===== config.mk =====
export PLATFORM = sky130hd
export DESIGN_NAME = plr_top
export DESIGN_NICKNAME = d
export VERILOG_FILES = /design/src/logic/plr_pkg.sv /design/src/logic/plr_blink.sv /design/src/logic/plr_reset_sync.sv /design/src/logic/plr_top.sv
export SDC_FILE = /design/constraint.sdc
export NUM_CORES = 1
export LEC_CHECK = 0
export BUFFER_PORTS_ARGS = -buffer_cell sky130_fd_sc_hd__clkbuf_2
export CORE_ASPECT_RATIO = 0.75
export CORE_MARGIN = 2
export CORE_UTILIZATION = 40
export DETAILED_ROUTE_END_ITERATION = 16
export HOLD_SLACK_MARGIN = 0.06
export PLACE_DENSITY = 0.68
export SLEW_MARGIN = 40
export SYNTH_ARGS = -nofsm -noshare
export SYNTH_HDL_FRONTEND = slang
export SYNTH_SLANG_ARGS = --single-unit

===== constraint.sdc =====
create_clock -name hclk -period 4.85 [get_ports hclk]
set_input_delay 0 -clock hclk [delete_from_list [all_inputs] [get_ports hclk]]
set_output_delay 0 -clock hclk [all_outputs]
set_load 0.01 [all_outputs]

===== src/logic/plr_pkg.sv =====
// package of the indicator, reset, shared-pin and strap block
// assumes a single 10 MHz bus clock and an AHB-Lite master with word accesses
package plr_pkg;

  // ==========================================================
  // clock and timing
  localparam int unsigned CLK_PERIOD_NS    = 100;
  localparam int unsigned RST_MIN_NS       = 1000;
  localparam int unsigned RST_MIN_CYCLES   = (RST_MIN_NS + CLK_PERIOD_NS - 1) / CLK_PERIOD_NS;
  localparam int unsigned BLINK_HALF_NS    = 50000000;
  localparam int unsigned BLINK_HALF_CYCLES = BLINK_HALF_NS / CLK_PERIOD_NS;

  // ==========================================================
  // register offsets (byte addresses)
  localparam logic [7:0] OFS_CTRL     = 8'h00;
  localparam logic [7:0] OFS_PHY_CTRL = 8'h04;
  localparam logic [7:0] OFS_STATUS   = 8'h08;
  localparam logic [7:0] OFS_IRQ_STAT = 8'h0C;
  localparam logic [7:0] OFS_IRQ_MASK = 8'h10;

  // ==========================================================
  // field positions
  localparam int unsigned CTRL_IRQ_PIN_EN_BIT = 0;
  localparam int unsigned PHY_ISOLATE_BIT     = 8;
  localparam int unsigned IRQ_LINK_BIT        = 0;
  localparam int unsigned IRQ_SPEED_BIT       = 1;
  localparam int unsigned IRQ_COL_BIT         = 2;
  localparam int unsigned IRQ_W               = 3;

  // ==========================================================
  // reset values and indicator mode encodings
  localparam logic [4:0]       STRAP_ADDR_DEFAULT = 5'h01;
  localparam logic [IRQ_W-1:0] IRQ_RESET          = 3'h0;
  localparam logic [1:0]       LED_MODE_1         = 2'h1;
  localparam logic [1:0]       LED_MODE_2         = 2'h2;
  localparam logic [1:0]       LED_MODE_3         = 2'h3;

  // ==========================================================
  // carriers
  typedef struct packed {
    logic link_good;
    logic speed_100;
    logic full_duplex;
    logic tx_active;
    logic rx_active;
    logic collision;
  } plr_line_state_type;

  typedef struct packed {
    logic link_indicator;
    logic speed_indicator;
    logic activity_collision_indicator;
  } plr_led_type;

endpackage


===== src/logic/plr_blink.sv =====
// free-running blink phase generator for the link indicator
// assumes a held reset input that restarts the phase
`timescale 1ns/1ps
`default_nettype none
module plr_blink #(
  parameter int unsigned HALF  = plr_pkg::BLINK_HALF_CYCLES,
  parameter int unsigned CNT_W = 20
) (
  // clock and reset
  input  wire logic hclk,
  input  wire logic hresetn,
  input  wire logic hold,
  // phase out
  output var  logic phase
);
  import plr_pkg::*;

  logic [CNT_W-1:0] cnt_reg;
  logic [CNT_W-1:0] cnt_next;
  logic             phase_next;

  always_comb begin
    cnt_next   = cnt_reg + CNT_W'(1);
    phase_next = phase;
    if (hold) begin
      cnt_next   = '0;
      phase_next = 1'b0;
    end else if (cnt_reg >= CNT_W'(HALF - 1)) begin
      cnt_next   = '0;
      phase_next = ~phase;
    end
  end

  always_ff @(posedge hclk or negedge hresetn) begin
    if (!hresetn) begin
      cnt_reg <= '0;
      phase   <= 1'b0;
    end else begin
      cnt_reg <= cnt_next;
      phase   <= phase_next;
    end
  end
endmodule
`default_nettype wire


===== src/logic/plr_reset_sync.sv =====
// reset synchroniser with a minimum internal reset stretch
// assumes hresetn may fall at any time and is released asynchronously
`timescale 1ns/1ps
`default_nettype none
module plr_reset_sync #(
  parameter int unsigned STRETCH = plr_pkg::RST_MIN_CYCLES
) (
  // clock and reset
  input  wire logic hclk,
  input  wire logic hresetn,
  // internal reset busy
  output var  logic rst_busy
);
  import plr_pkg::*;

  logic       meta_reg;
  logic       sync_reg;
  logic [7:0] cnt_reg;
  logic [7:0] cnt_next;
  logic       busy_next;

  always_comb begin
    cnt_next  = cnt_reg;
    busy_next = 1'b0;
    if (!sync_reg) begin
      cnt_next  = 8'h00;
      busy_next = 1'b1;
    end else if (cnt_reg < 8'(STRETCH)) begin
      cnt_next  = cnt_reg + 8'h01;
      busy_next = 1'b1;
    end
  end

  always_ff @(posedge hclk or negedge hresetn) begin
    if (!hresetn) begin
      meta_reg <= 1'b0;
      sync_reg <= 1'b0;
      cnt_reg  <= 8'h00;
      rst_busy <= 1'b1;
    end else begin
      meta_reg <= 1'b1;
      sync_reg <= meta_reg;
      cnt_reg  <= cnt_next;
      rst_busy <= busy_next;
    end
  end
endmodule
`default_nettype wire


===== src/logic/plr_top.sv =====
// indicator, reset, shared power-down/interrupt pin and strap logic
// assumes line state inputs synchronous to hclk and an AHB-Lite single-slave bus
// What this block does
// - mode 1: link indicator follows link, steady
// - modes 2,3: link on, blinks on activity
// - speed indicator on at 100, off at 10
// - mode 1: activity indicator on with traffic
// - mode 2: activity indicator shows collision
// - mode 3: may show full duplex instead
// - reset pulse of 1 us runs full reset
// - reset restores registers and resamples straps
// - shared pin defaults to active-low power-down input
// - interrupt mode: open drain, pulled low
// - straps sampled during reset select address and isolate
// - five-bit station address latched from straps
// - strapped zero isolates; written zero does not
// - default station address is one
`timescale 1ns/1ps
`default_nettype none
module plr_top #(
  parameter int unsigned BLINK_HALF = plr_pkg::BLINK_HALF_CYCLES
) (
  // clock and reset
  input  wire logic                        hclk,
  input  wire logic                        hresetn,
  // ahb-lite slave
  input  wire logic                        hsel,
  input  wire logic [31:0]                 haddr,
  input  wire logic [1:0]                  htrans,
  input  wire logic                        hwrite,
  input  wire logic [2:0]                  hsize,
  input  wire logic [31:0]                 hwdata,
  input  wire logic                        hready,
  output var  logic                        hreadyout,
  output var  logic                        hresp,
  output var  logic [31:0]                 hrdata,
  // line state and indicator configuration
  input  wire plr_pkg::plr_line_state_type line_state,
  input  wire logic [1:0]                  led_mode,
  input  wire logic                        dup_sel,
  // indicators
  output var  plr_pkg::plr_led_type        leds,
  // straps
  input  wire logic [4:0]                  station_addr_strap,
  // shared power-down / interrupt pin
  input  wire logic                        powerdown_irq_pin_i,
  output var  logic                        powerdown_irq_pin_o,
  output var  logic                        powerdown_irq_pin_oe,
  // device state
  output var  logic                        powerdown,
  output var  logic                        isolate,
  output var  logic [4:0]                  station_addr,
  output var  logic                        irq
);
  import plr_pkg::*;

  // ==========================================================
  // reset and blink helpers
  logic rst_busy;
  logic blink_phase;

  plr_reset_sync #(.STRETCH(RST_MIN_CYCLES)) u_rst (
    .hclk     (hclk),
    .hresetn  (hresetn),
    .rst_busy (rst_busy)
  );

  plr_blink #(.HALF(BLINK_HALF), .CNT_W(20)) u_blink (
    .hclk    (hclk),
    .hresetn (hresetn),
    .hold    (rst_busy),
    .phase   (blink_phase)
  );

  // ==========================================================
  // indicator logic
  plr_led_type leds_next;
  logic        activity;

  assign activity = line_state.tx_active | line_state.rx_active;

  always_comb begin
    leds_next.speed_indicator = line_state.speed_100;
    case (led_mode)
      LED_MODE_2: begin
        leds_next.link_indicator = line_state.link_good & ~(activity & blink_phase);
        leds_next.activity_collision_indicator = line_state.collision;
      end
      LED_MODE_3: begin
        leds_next.link_indicator = line_state.link_good & ~(activity & blink_phase);
        leds_next.activity_collision_indicator = dup_sel ? line_state.full_duplex
                                                         : line_state.collision;
      end
      default: begin
        leds_next.link_indicator = line_state.link_good;
        leds_next.activity_collision_indicator = activity;
      end
    endcase
  end

  always_ff @(posedge hclk or negedge hresetn) begin
    if (!hresetn) begin
      leds <= '0;
    end else begin
      leds <= leds_next;
    end
  end

  // ==========================================================
  // straps, control and interrupt state
  logic             irq_pin_en_reg;
  logic             irq_pin_en_next;
  logic [4:0]       addr_reg;
  logic [4:0]       addr_next;
  logic             isolate_reg;
  logic             isolate_next;
  logic             pd_reg;
  logic             pd_next;
  logic [IRQ_W-1:0] stat_reg;
  logic [IRQ_W-1:0] stat_next;
  logic [IRQ_W-1:0] mask_reg;
  logic [IRQ_W-1:0] mask_next;
  logic             link_q_reg;
  logic             speed_q_reg;
  logic             col_q_reg;
  logic [IRQ_W-1:0] events;

  // bus phase state
  logic             dp_wr_reg;
  logic             dp_wr_next;
  logic [7:0]       dp_addr_reg;
  logic [7:0]       dp_addr_next;
  logic [31:0]      rdata_next;
  logic             ap_take;

  function automatic logic hit(input logic [7:0] a, input logic [7:0] ofs);
    hit = (a == ofs);
  endfunction

  assign ap_take = hsel & htrans[1] & hready & ~rst_busy;

  always_comb begin
    events                = '0;
    events[IRQ_LINK_BIT]  = line_state.link_good ^ link_q_reg;
    events[IRQ_SPEED_BIT] = line_state.speed_100 ^ speed_q_reg;
    events[IRQ_COL_BIT]   = line_state.collision & ~col_q_reg;
  end

  always_comb begin
    irq_pin_en_next = irq_pin_en_reg;
    addr_next       = addr_reg;
    isolate_next    = isolate_reg;
    mask_next       = mask_reg;
    stat_next       = stat_reg | events;
    pd_next         = ~irq_pin_en_reg & ~powerdown_irq_pin_i;
    dp_wr_next      = ap_take & hwrite;
    dp_addr_next    = ap_take ? haddr[7:0] : dp_addr_reg;
    rdata_next      = '0;
    if (rst_busy) begin
      irq_pin_en_next = 1'b0;
      addr_next       = station_addr_strap;
      isolate_next    = (station_addr_strap == 5'h00);
      mask_next       = IRQ_RESET;
      stat_next       = IRQ_RESET;
      pd_next         = 1'b0;
    end else begin
      if (dp_wr_reg) begin
        if (hit(dp_addr_reg, OFS_CTRL)) begin
          irq_pin_en_next = hwdata[CTRL_IRQ_PIN_EN_BIT];
        end
        if (hit(dp_addr_reg, OFS_PHY_CTRL)) begin
          addr_next = hwdata[4:0];
        end
        if (hit(dp_addr_reg, OFS_IRQ_MASK)) begin
          mask_next = hwdata[IRQ_W-1:0];
        end
        if (hit(dp_addr_reg, OFS_IRQ_STAT)) begin
          stat_next = (stat_reg & ~hwdata[IRQ_W-1:0]) | events;
        end
      end
      if (ap_take && !hwrite) begin
        if (hit(haddr[7:0], OFS_CTRL)) begin
          rdata_next[CTRL_IRQ_PIN_EN_BIT] = irq_pin_en_reg;
        end
        if (hit(haddr[7:0], OFS_PHY_CTRL)) begin
          rdata_next[4:0]            = addr_reg;
          rdata_next[PHY_ISOLATE_BIT] = isolate_reg;
        end
        if (hit(haddr[7:0], OFS_STATUS)) begin
          rdata_next[5:0] = line_state;
          rdata_next[6]   = pd_reg;
          rdata_next[7]   = isolate_reg;
        end
        if (hit(haddr[7:0], OFS_IRQ_STAT)) begin
          rdata_next[IRQ_W-1:0] = stat_reg;
        end
        if (hit(haddr[7:0], OFS_IRQ_MASK)) begin
          rdata_next[IRQ_W-1:0] = mask_reg;
        end
      end
    end
  end

  always_ff @(posedge hclk or negedge hresetn) begin
    if (!hresetn) begin
      irq_pin_en_reg <= 1'b0;
      addr_reg       <= STRAP_ADDR_DEFAULT;
      isolate_reg    <= 1'b0;
      pd_reg         <= 1'b0;
      stat_reg       <= IRQ_RESET;
      mask_reg       <= IRQ_RESET;
      link_q_reg     <= 1'b0;
      speed_q_reg    <= 1'b0;
      col_q_reg      <= 1'b0;
      dp_wr_reg      <= 1'b0;
      dp_addr_reg    <= 8'h00;
      hrdata         <= 32'h0000_0000;
    end else begin
      irq_pin_en_reg <= irq_pin_en_next;
      addr_reg       <= addr_next;
      isolate_reg    <= isolate_next;
      pd_reg         <= pd_next;
      stat_reg       <= stat_next;
      mask_reg       <= mask_next;
      link_q_reg     <= line_state.link_good;
      speed_q_reg    <= line_state.speed_100;
      col_q_reg      <= line_state.collision;
      dp_wr_reg      <= dp_wr_next;
      dp_addr_reg    <= dp_addr_next;
      hrdata         <= rdata_next;
    end
  end

  // ==========================================================
  // outputs
  assign hreadyout            = ~rst_busy;
  assign hresp                = 1'b0;
  assign irq                  = |(stat_reg & mask_reg);
  assign powerdown_irq_pin_o  = 1'b0;
  assign powerdown_irq_pin_oe = irq_pin_en_reg & irq;
  assign powerdown            = pd_reg;
  assign isolate              = isolate_reg;
  assign station_addr         = addr_reg;

  // ==========================================================
  // assertions
  // cycles of internal reset seen since release
  logic [7:0] busy_cnt_reg;
  logic [7:0] busy_cnt_next;

  always_comb begin
    busy_cnt_next = busy_cnt_reg;
    if (rst_busy && (busy_cnt_reg != 8'hFF)) begin
      busy_cnt_next = busy_cnt_reg + 8'h01;
    end
  end

  always_ff @(posedge hclk or negedge hresetn) begin
    if (!hresetn) begin
      busy_cnt_reg <= 8'h00;
    end else begin
      busy_cnt_reg <= busy_cnt_next;
    end
  end

  chk_link_steady: assert property (@(posedge hclk) disable iff (!hresetn)
    (led_mode == LED_MODE_1) |=> leds.link_indicator == $past(line_state.link_good))
    else $error("link indicator wrong in mode 1");

  chk_link_blink: assert property (@(posedge hclk) disable iff (!hresetn)
    (led_mode[1] && line_state.link_good && !activity) |=> leds.link_indicator)
    else $error("link indicator off while link good and idle");

  chk_speed_led: assert property (@(posedge hclk) disable iff (!hresetn)
    1'b1 |=> leds.speed_indicator == $past(line_state.speed_100))
    else $error("speed indicator does not follow speed");

  chk_act_mode1: assert property (@(posedge hclk) disable iff (!hresetn)
    (led_mode == LED_MODE_1 && activity) |=> leds.activity_collision_indicator)
    else $error("activity indicator off with traffic");

  chk_col_mode2: assert property (@(posedge hclk) disable iff (!hresetn)
    (led_mode == LED_MODE_2) |=> leds.activity_collision_indicator == $past(line_state.collision))
    else $error("collision indicator wrong in mode 2");

  chk_dup_mode3: assert property (@(posedge hclk) disable iff (!hresetn)
    (led_mode == LED_MODE_3 && dup_sel) |=> leds.activity_collision_indicator == $past(line_state.full_duplex))
    else $error("duplex indicator wrong in mode 3");

  chk_reset_len: assert property (@(posedge hclk) disable iff (!hresetn)
    $fell(rst_busy) |-> busy_cnt_reg >= 8'(RST_MIN_CYCLES))
    else $error("internal reset too short");

  chk_strap_take: assert property (@(posedge hclk) disable iff (!hresetn)
    $fell(rst_busy) |-> station_addr == $past(station_addr_strap))
    else $error("strap address not latched at release");

  chk_isolate_strap: assert property (@(posedge hclk) disable iff (!hresetn)
    !rst_busy |=> isolate == $past(isolate))
    else $error("isolate changed outside reset");

  chk_pin_drive: assert property (@(posedge hclk) disable iff (!hresetn)
    (!rst_busy && !dp_wr_reg && irq_pin_en_reg && |(mask_reg & events))
      |=> powerdown_irq_pin_oe && !powerdown_irq_pin_o)
    else $error("interrupt pin not pulled low");

  chk_pd_input: assert property (@(posedge hclk) disable iff (!hresetn)
    (!rst_busy && !irq_pin_en_reg && !powerdown_irq_pin_i) |=> powerdown)
    else $error("power-down not entered on low pin");

  chk_set_wins: assert property (@(posedge hclk) disable iff (!hresetn)
    (!rst_busy && events[IRQ_COL_BIT]) |=> stat_reg[IRQ_COL_BIT])
    else $error("collision event lost");

endmodule
`default_nettype wire


==> reports/metrics.cfg <==
[synthesis]
yosys-top-cells-count=dfrtp_1 (67), buf_4 (26), nor3_1 (25)
async_reset_ff_share_pct=100
synthSimpleGateAreaFrac_pct=21.3
postSynthAreaPerCell_sq_um=10.9
synth-compound-area-share_pct=8.51
synth_most_common_cell=dfrtp_1
yosysSeqAreaShare_pct=50.9
synth_top_cell_area_share_pct=49.4
synth_edf_count=0
synth.cell_area_sq_um=3400
synthAdderAreaFrac_pct=0.737
ys_seq_elements=69
synthXorXnorAreaFrac_pct=4.64
yosys_warnings=0
synth_flop_cell=dfrtp_1
ys_types=65
synth_top_cell_by_area=dfrtp_1
synth_mux_area_share_pct=6.04
synth_top_family_by_area=simple AND/OR/NAND/NOR gates
synthCells=312
yosys-top-cells-area=dfrtp_1 (49%), buf_4 (5.7%), nor3_1 (3.7%), xnor2_1 (3.6%), mux2_1 (2.7%)

[drt]
ant_nets=0
via_per_inst=5.03
vias=2573
routedWlPerCell_um=14.5
firstDrtPassIters=4
drc=0
drtIter0Drc=168
drt_wl_total_um=7440

[clocking]
htreeDepth=3
cts_buffer_depth=2
cts_made_buffers=9
cts-hold-fix-buffers=30
cts_sinks=69
clock_latency_ns=0.32
root_buffer=clkbuf_16
cts_tree=yes
cts_resized=0
post_cts_buffers=0
clkSlewWorstSetupHoldPaths_ns=0.06

[sta]
finalMaxSlewViolations=0
period_share_pct=52.1
grt_setup_unrepaired=no
max-slew-margin-rel_pct=53.9
finalHoldViolCount=0
worst_pin_slew_ns=0.691
finalSetupViolCount=0
skew_ns=0.00424
setup_tns_ns=0
max_freq_mhz=396
setup_ws_ns=2.33
period_needed_ns=2.52

[floorplan]
pin_count=136
row_count=29
core_area_sq_um=8350
dieArea_sq_um=9250
die_h_um=83.8
die_w_um=110
initial_core_util_pct=40.7

[placed_design]
portBuffers=55
place_ws_ns=2.72
dp_hpwl_um=5080
gp_congestion=0.912
post_dp_cell_area_sq_um=3680

[setup_path]
crit_chain=or4b_4 -> nor4_4 -> mux2i_1 -> o21ai_1 -> dlygate4sd3_1
start_kind=flip-flop
slowest_stage=or4b_4
cp-end-kind=flip-flop
crit_fanout=6
worstSetupPathType=flip-flop to flip-flop
required_ns=5.05
cpPeakStageDelay_ns=0.58
cp.arrival_ns=2.72

[hold_path]
hold_path.class=input pin to flip-flop

[power]
p_clk_share_pct=45.2
switching_power_uw=285
intPower_uw=970
pwr-share-comb_pct=7.2
power.density_nw_per_um2=295
vdd_ir_drop_max_mv=0.261
power.share.switching_pct=22.7
seq_power_share_pct=47.6
power.leakage_uw=0.00196

[layout]
final_cell_area_sq_um=4250
layout-drive-gt1-share_pct=22.0
fill_cells=752
regArea_sq_um=1730
n_antenna_cell=0
largest_register_ffs=20
multi_input_comb_area_sq_um=1510
final_nets=491
area_growth_pct=25.2

[global_routing]
grt_pass1_wl_um=12400
first_global_vias=2471
grtUsageTotal_pct=17.4
grt_max_degree=70
antenna_found_initial=0
grt-ovfl-total=0

[status]
status=completed

[job]
cap_viol_max_count=0

-- kinds of logic (layout without fill, tap and decap cells) --
logic type,after synthesis,count (layout)
adder cells (fa/ha/maj),2,2
buffers and inverters,43,110
other,2,27
AND/OR/NAND/NOR,120,120
XOR/XNOR,18,18
flip-flops,69,69
multiplexers,18,18
AO/OA/AOI/OAI,40,40
-- worst max-delay path: cells and delay by family, from the launching register on --
kind                   cells  cell delay, ns
AND/OR/NAND/NOR            2            1.09
AO/OA/AOI/OAI              1            0.08
multiplexers               1            0.28
flip-flops                 1            0.37
buffers and inverters      1            0.58
-- cell type report --
class                   count  share of cell area, %
inverters                   9                  0.795
well taps                 108                   3.18
multi-input cells         225                   35.5
flip-flops and latches     69                   40.7
clock buffers              10                   5.39
repair buffers             86                   13.8
clock inverters             5                  0.706
-- power groups by stage --
stage	registers, uW	clock network [uW]	logic (uW)
after detailed placement	607	0	71.1
final	597	567	90.4
after global placement	606	0	69.9
after floorplan	606	0	45.3
after CTS	597	583	90.3
after global routing	599	618	102
-- final timing paths --
path                       cells past startpoint      startpoint  slack (ns)            endpoint
setup / recovery                               5  dp_addr_reg[5]        2.33     station_addr[2]
hold / removal                                 3   line_state[2]        0.07             leds[2]
setup reg to reg                               5  dp_addr_reg[5]        2.33     station_addr[2]
hold reg to reg                                0  u_rst.meta_reg        0.35      u_rst.sync_reg
max in group asynchronous                      3         hresetn        4.11         stat_reg[0]
min in group asynchronous                      3         hresetn        0.32  u_blink.cnt_reg[7]
-- per-layer routing --
metal	vias to the layer above	routed length (um)	part of all wire [%]	track usage, %
met3	14	371	5.0	4.22
met1	1227	3480	47	24.1
met2	89	3390	46	25.9
li1	1243	-	-	-
met4	0	194	2.6	7.27
met5	-	0	0	0
-- per-stage QoR --
stage | hold WS, ns | cells | total power [uW] | util [%]
finish | 0.0701 | 512 | 1250 | 50.9
global route | 0.0757 | 512 | 1320 | 50.9
CTS | 0.0654 | 512 | 1270 | 50.9
detailed placement | 0.148 | 467 | 678 | 44.2
global placement | 0.155 | 467 | 676 | 44.1
floorplan | -0.296 | 337 | 652 | -
-- layout by cell type, fill, tap and decap left out, drive strengths merged, types with 3 or more instances in the layout --
master	synthesis	final
a21oi	7	7
a22o	5	5
a22oi	4	4
and2	10	10
and3	3	3
clkbuf	6	64
clkinv	0	3
conb	2	27
dfrtp	67	67
dlygate4sd3	0	30
inv	9	9
mux2	10	10
mux2i	7	7
nand2	23	23
nand2b	4	4
nand3	9	9
nand4	7	7
nor2	10	10
nor2b	3	3
nor3	26	26
nor4	8	8
o21ai	8	8
or3	3	3
or4	3	3
xnor2	14	14
xor2	4	4
No activity file was read; power rests on OpenSTA's default activity.
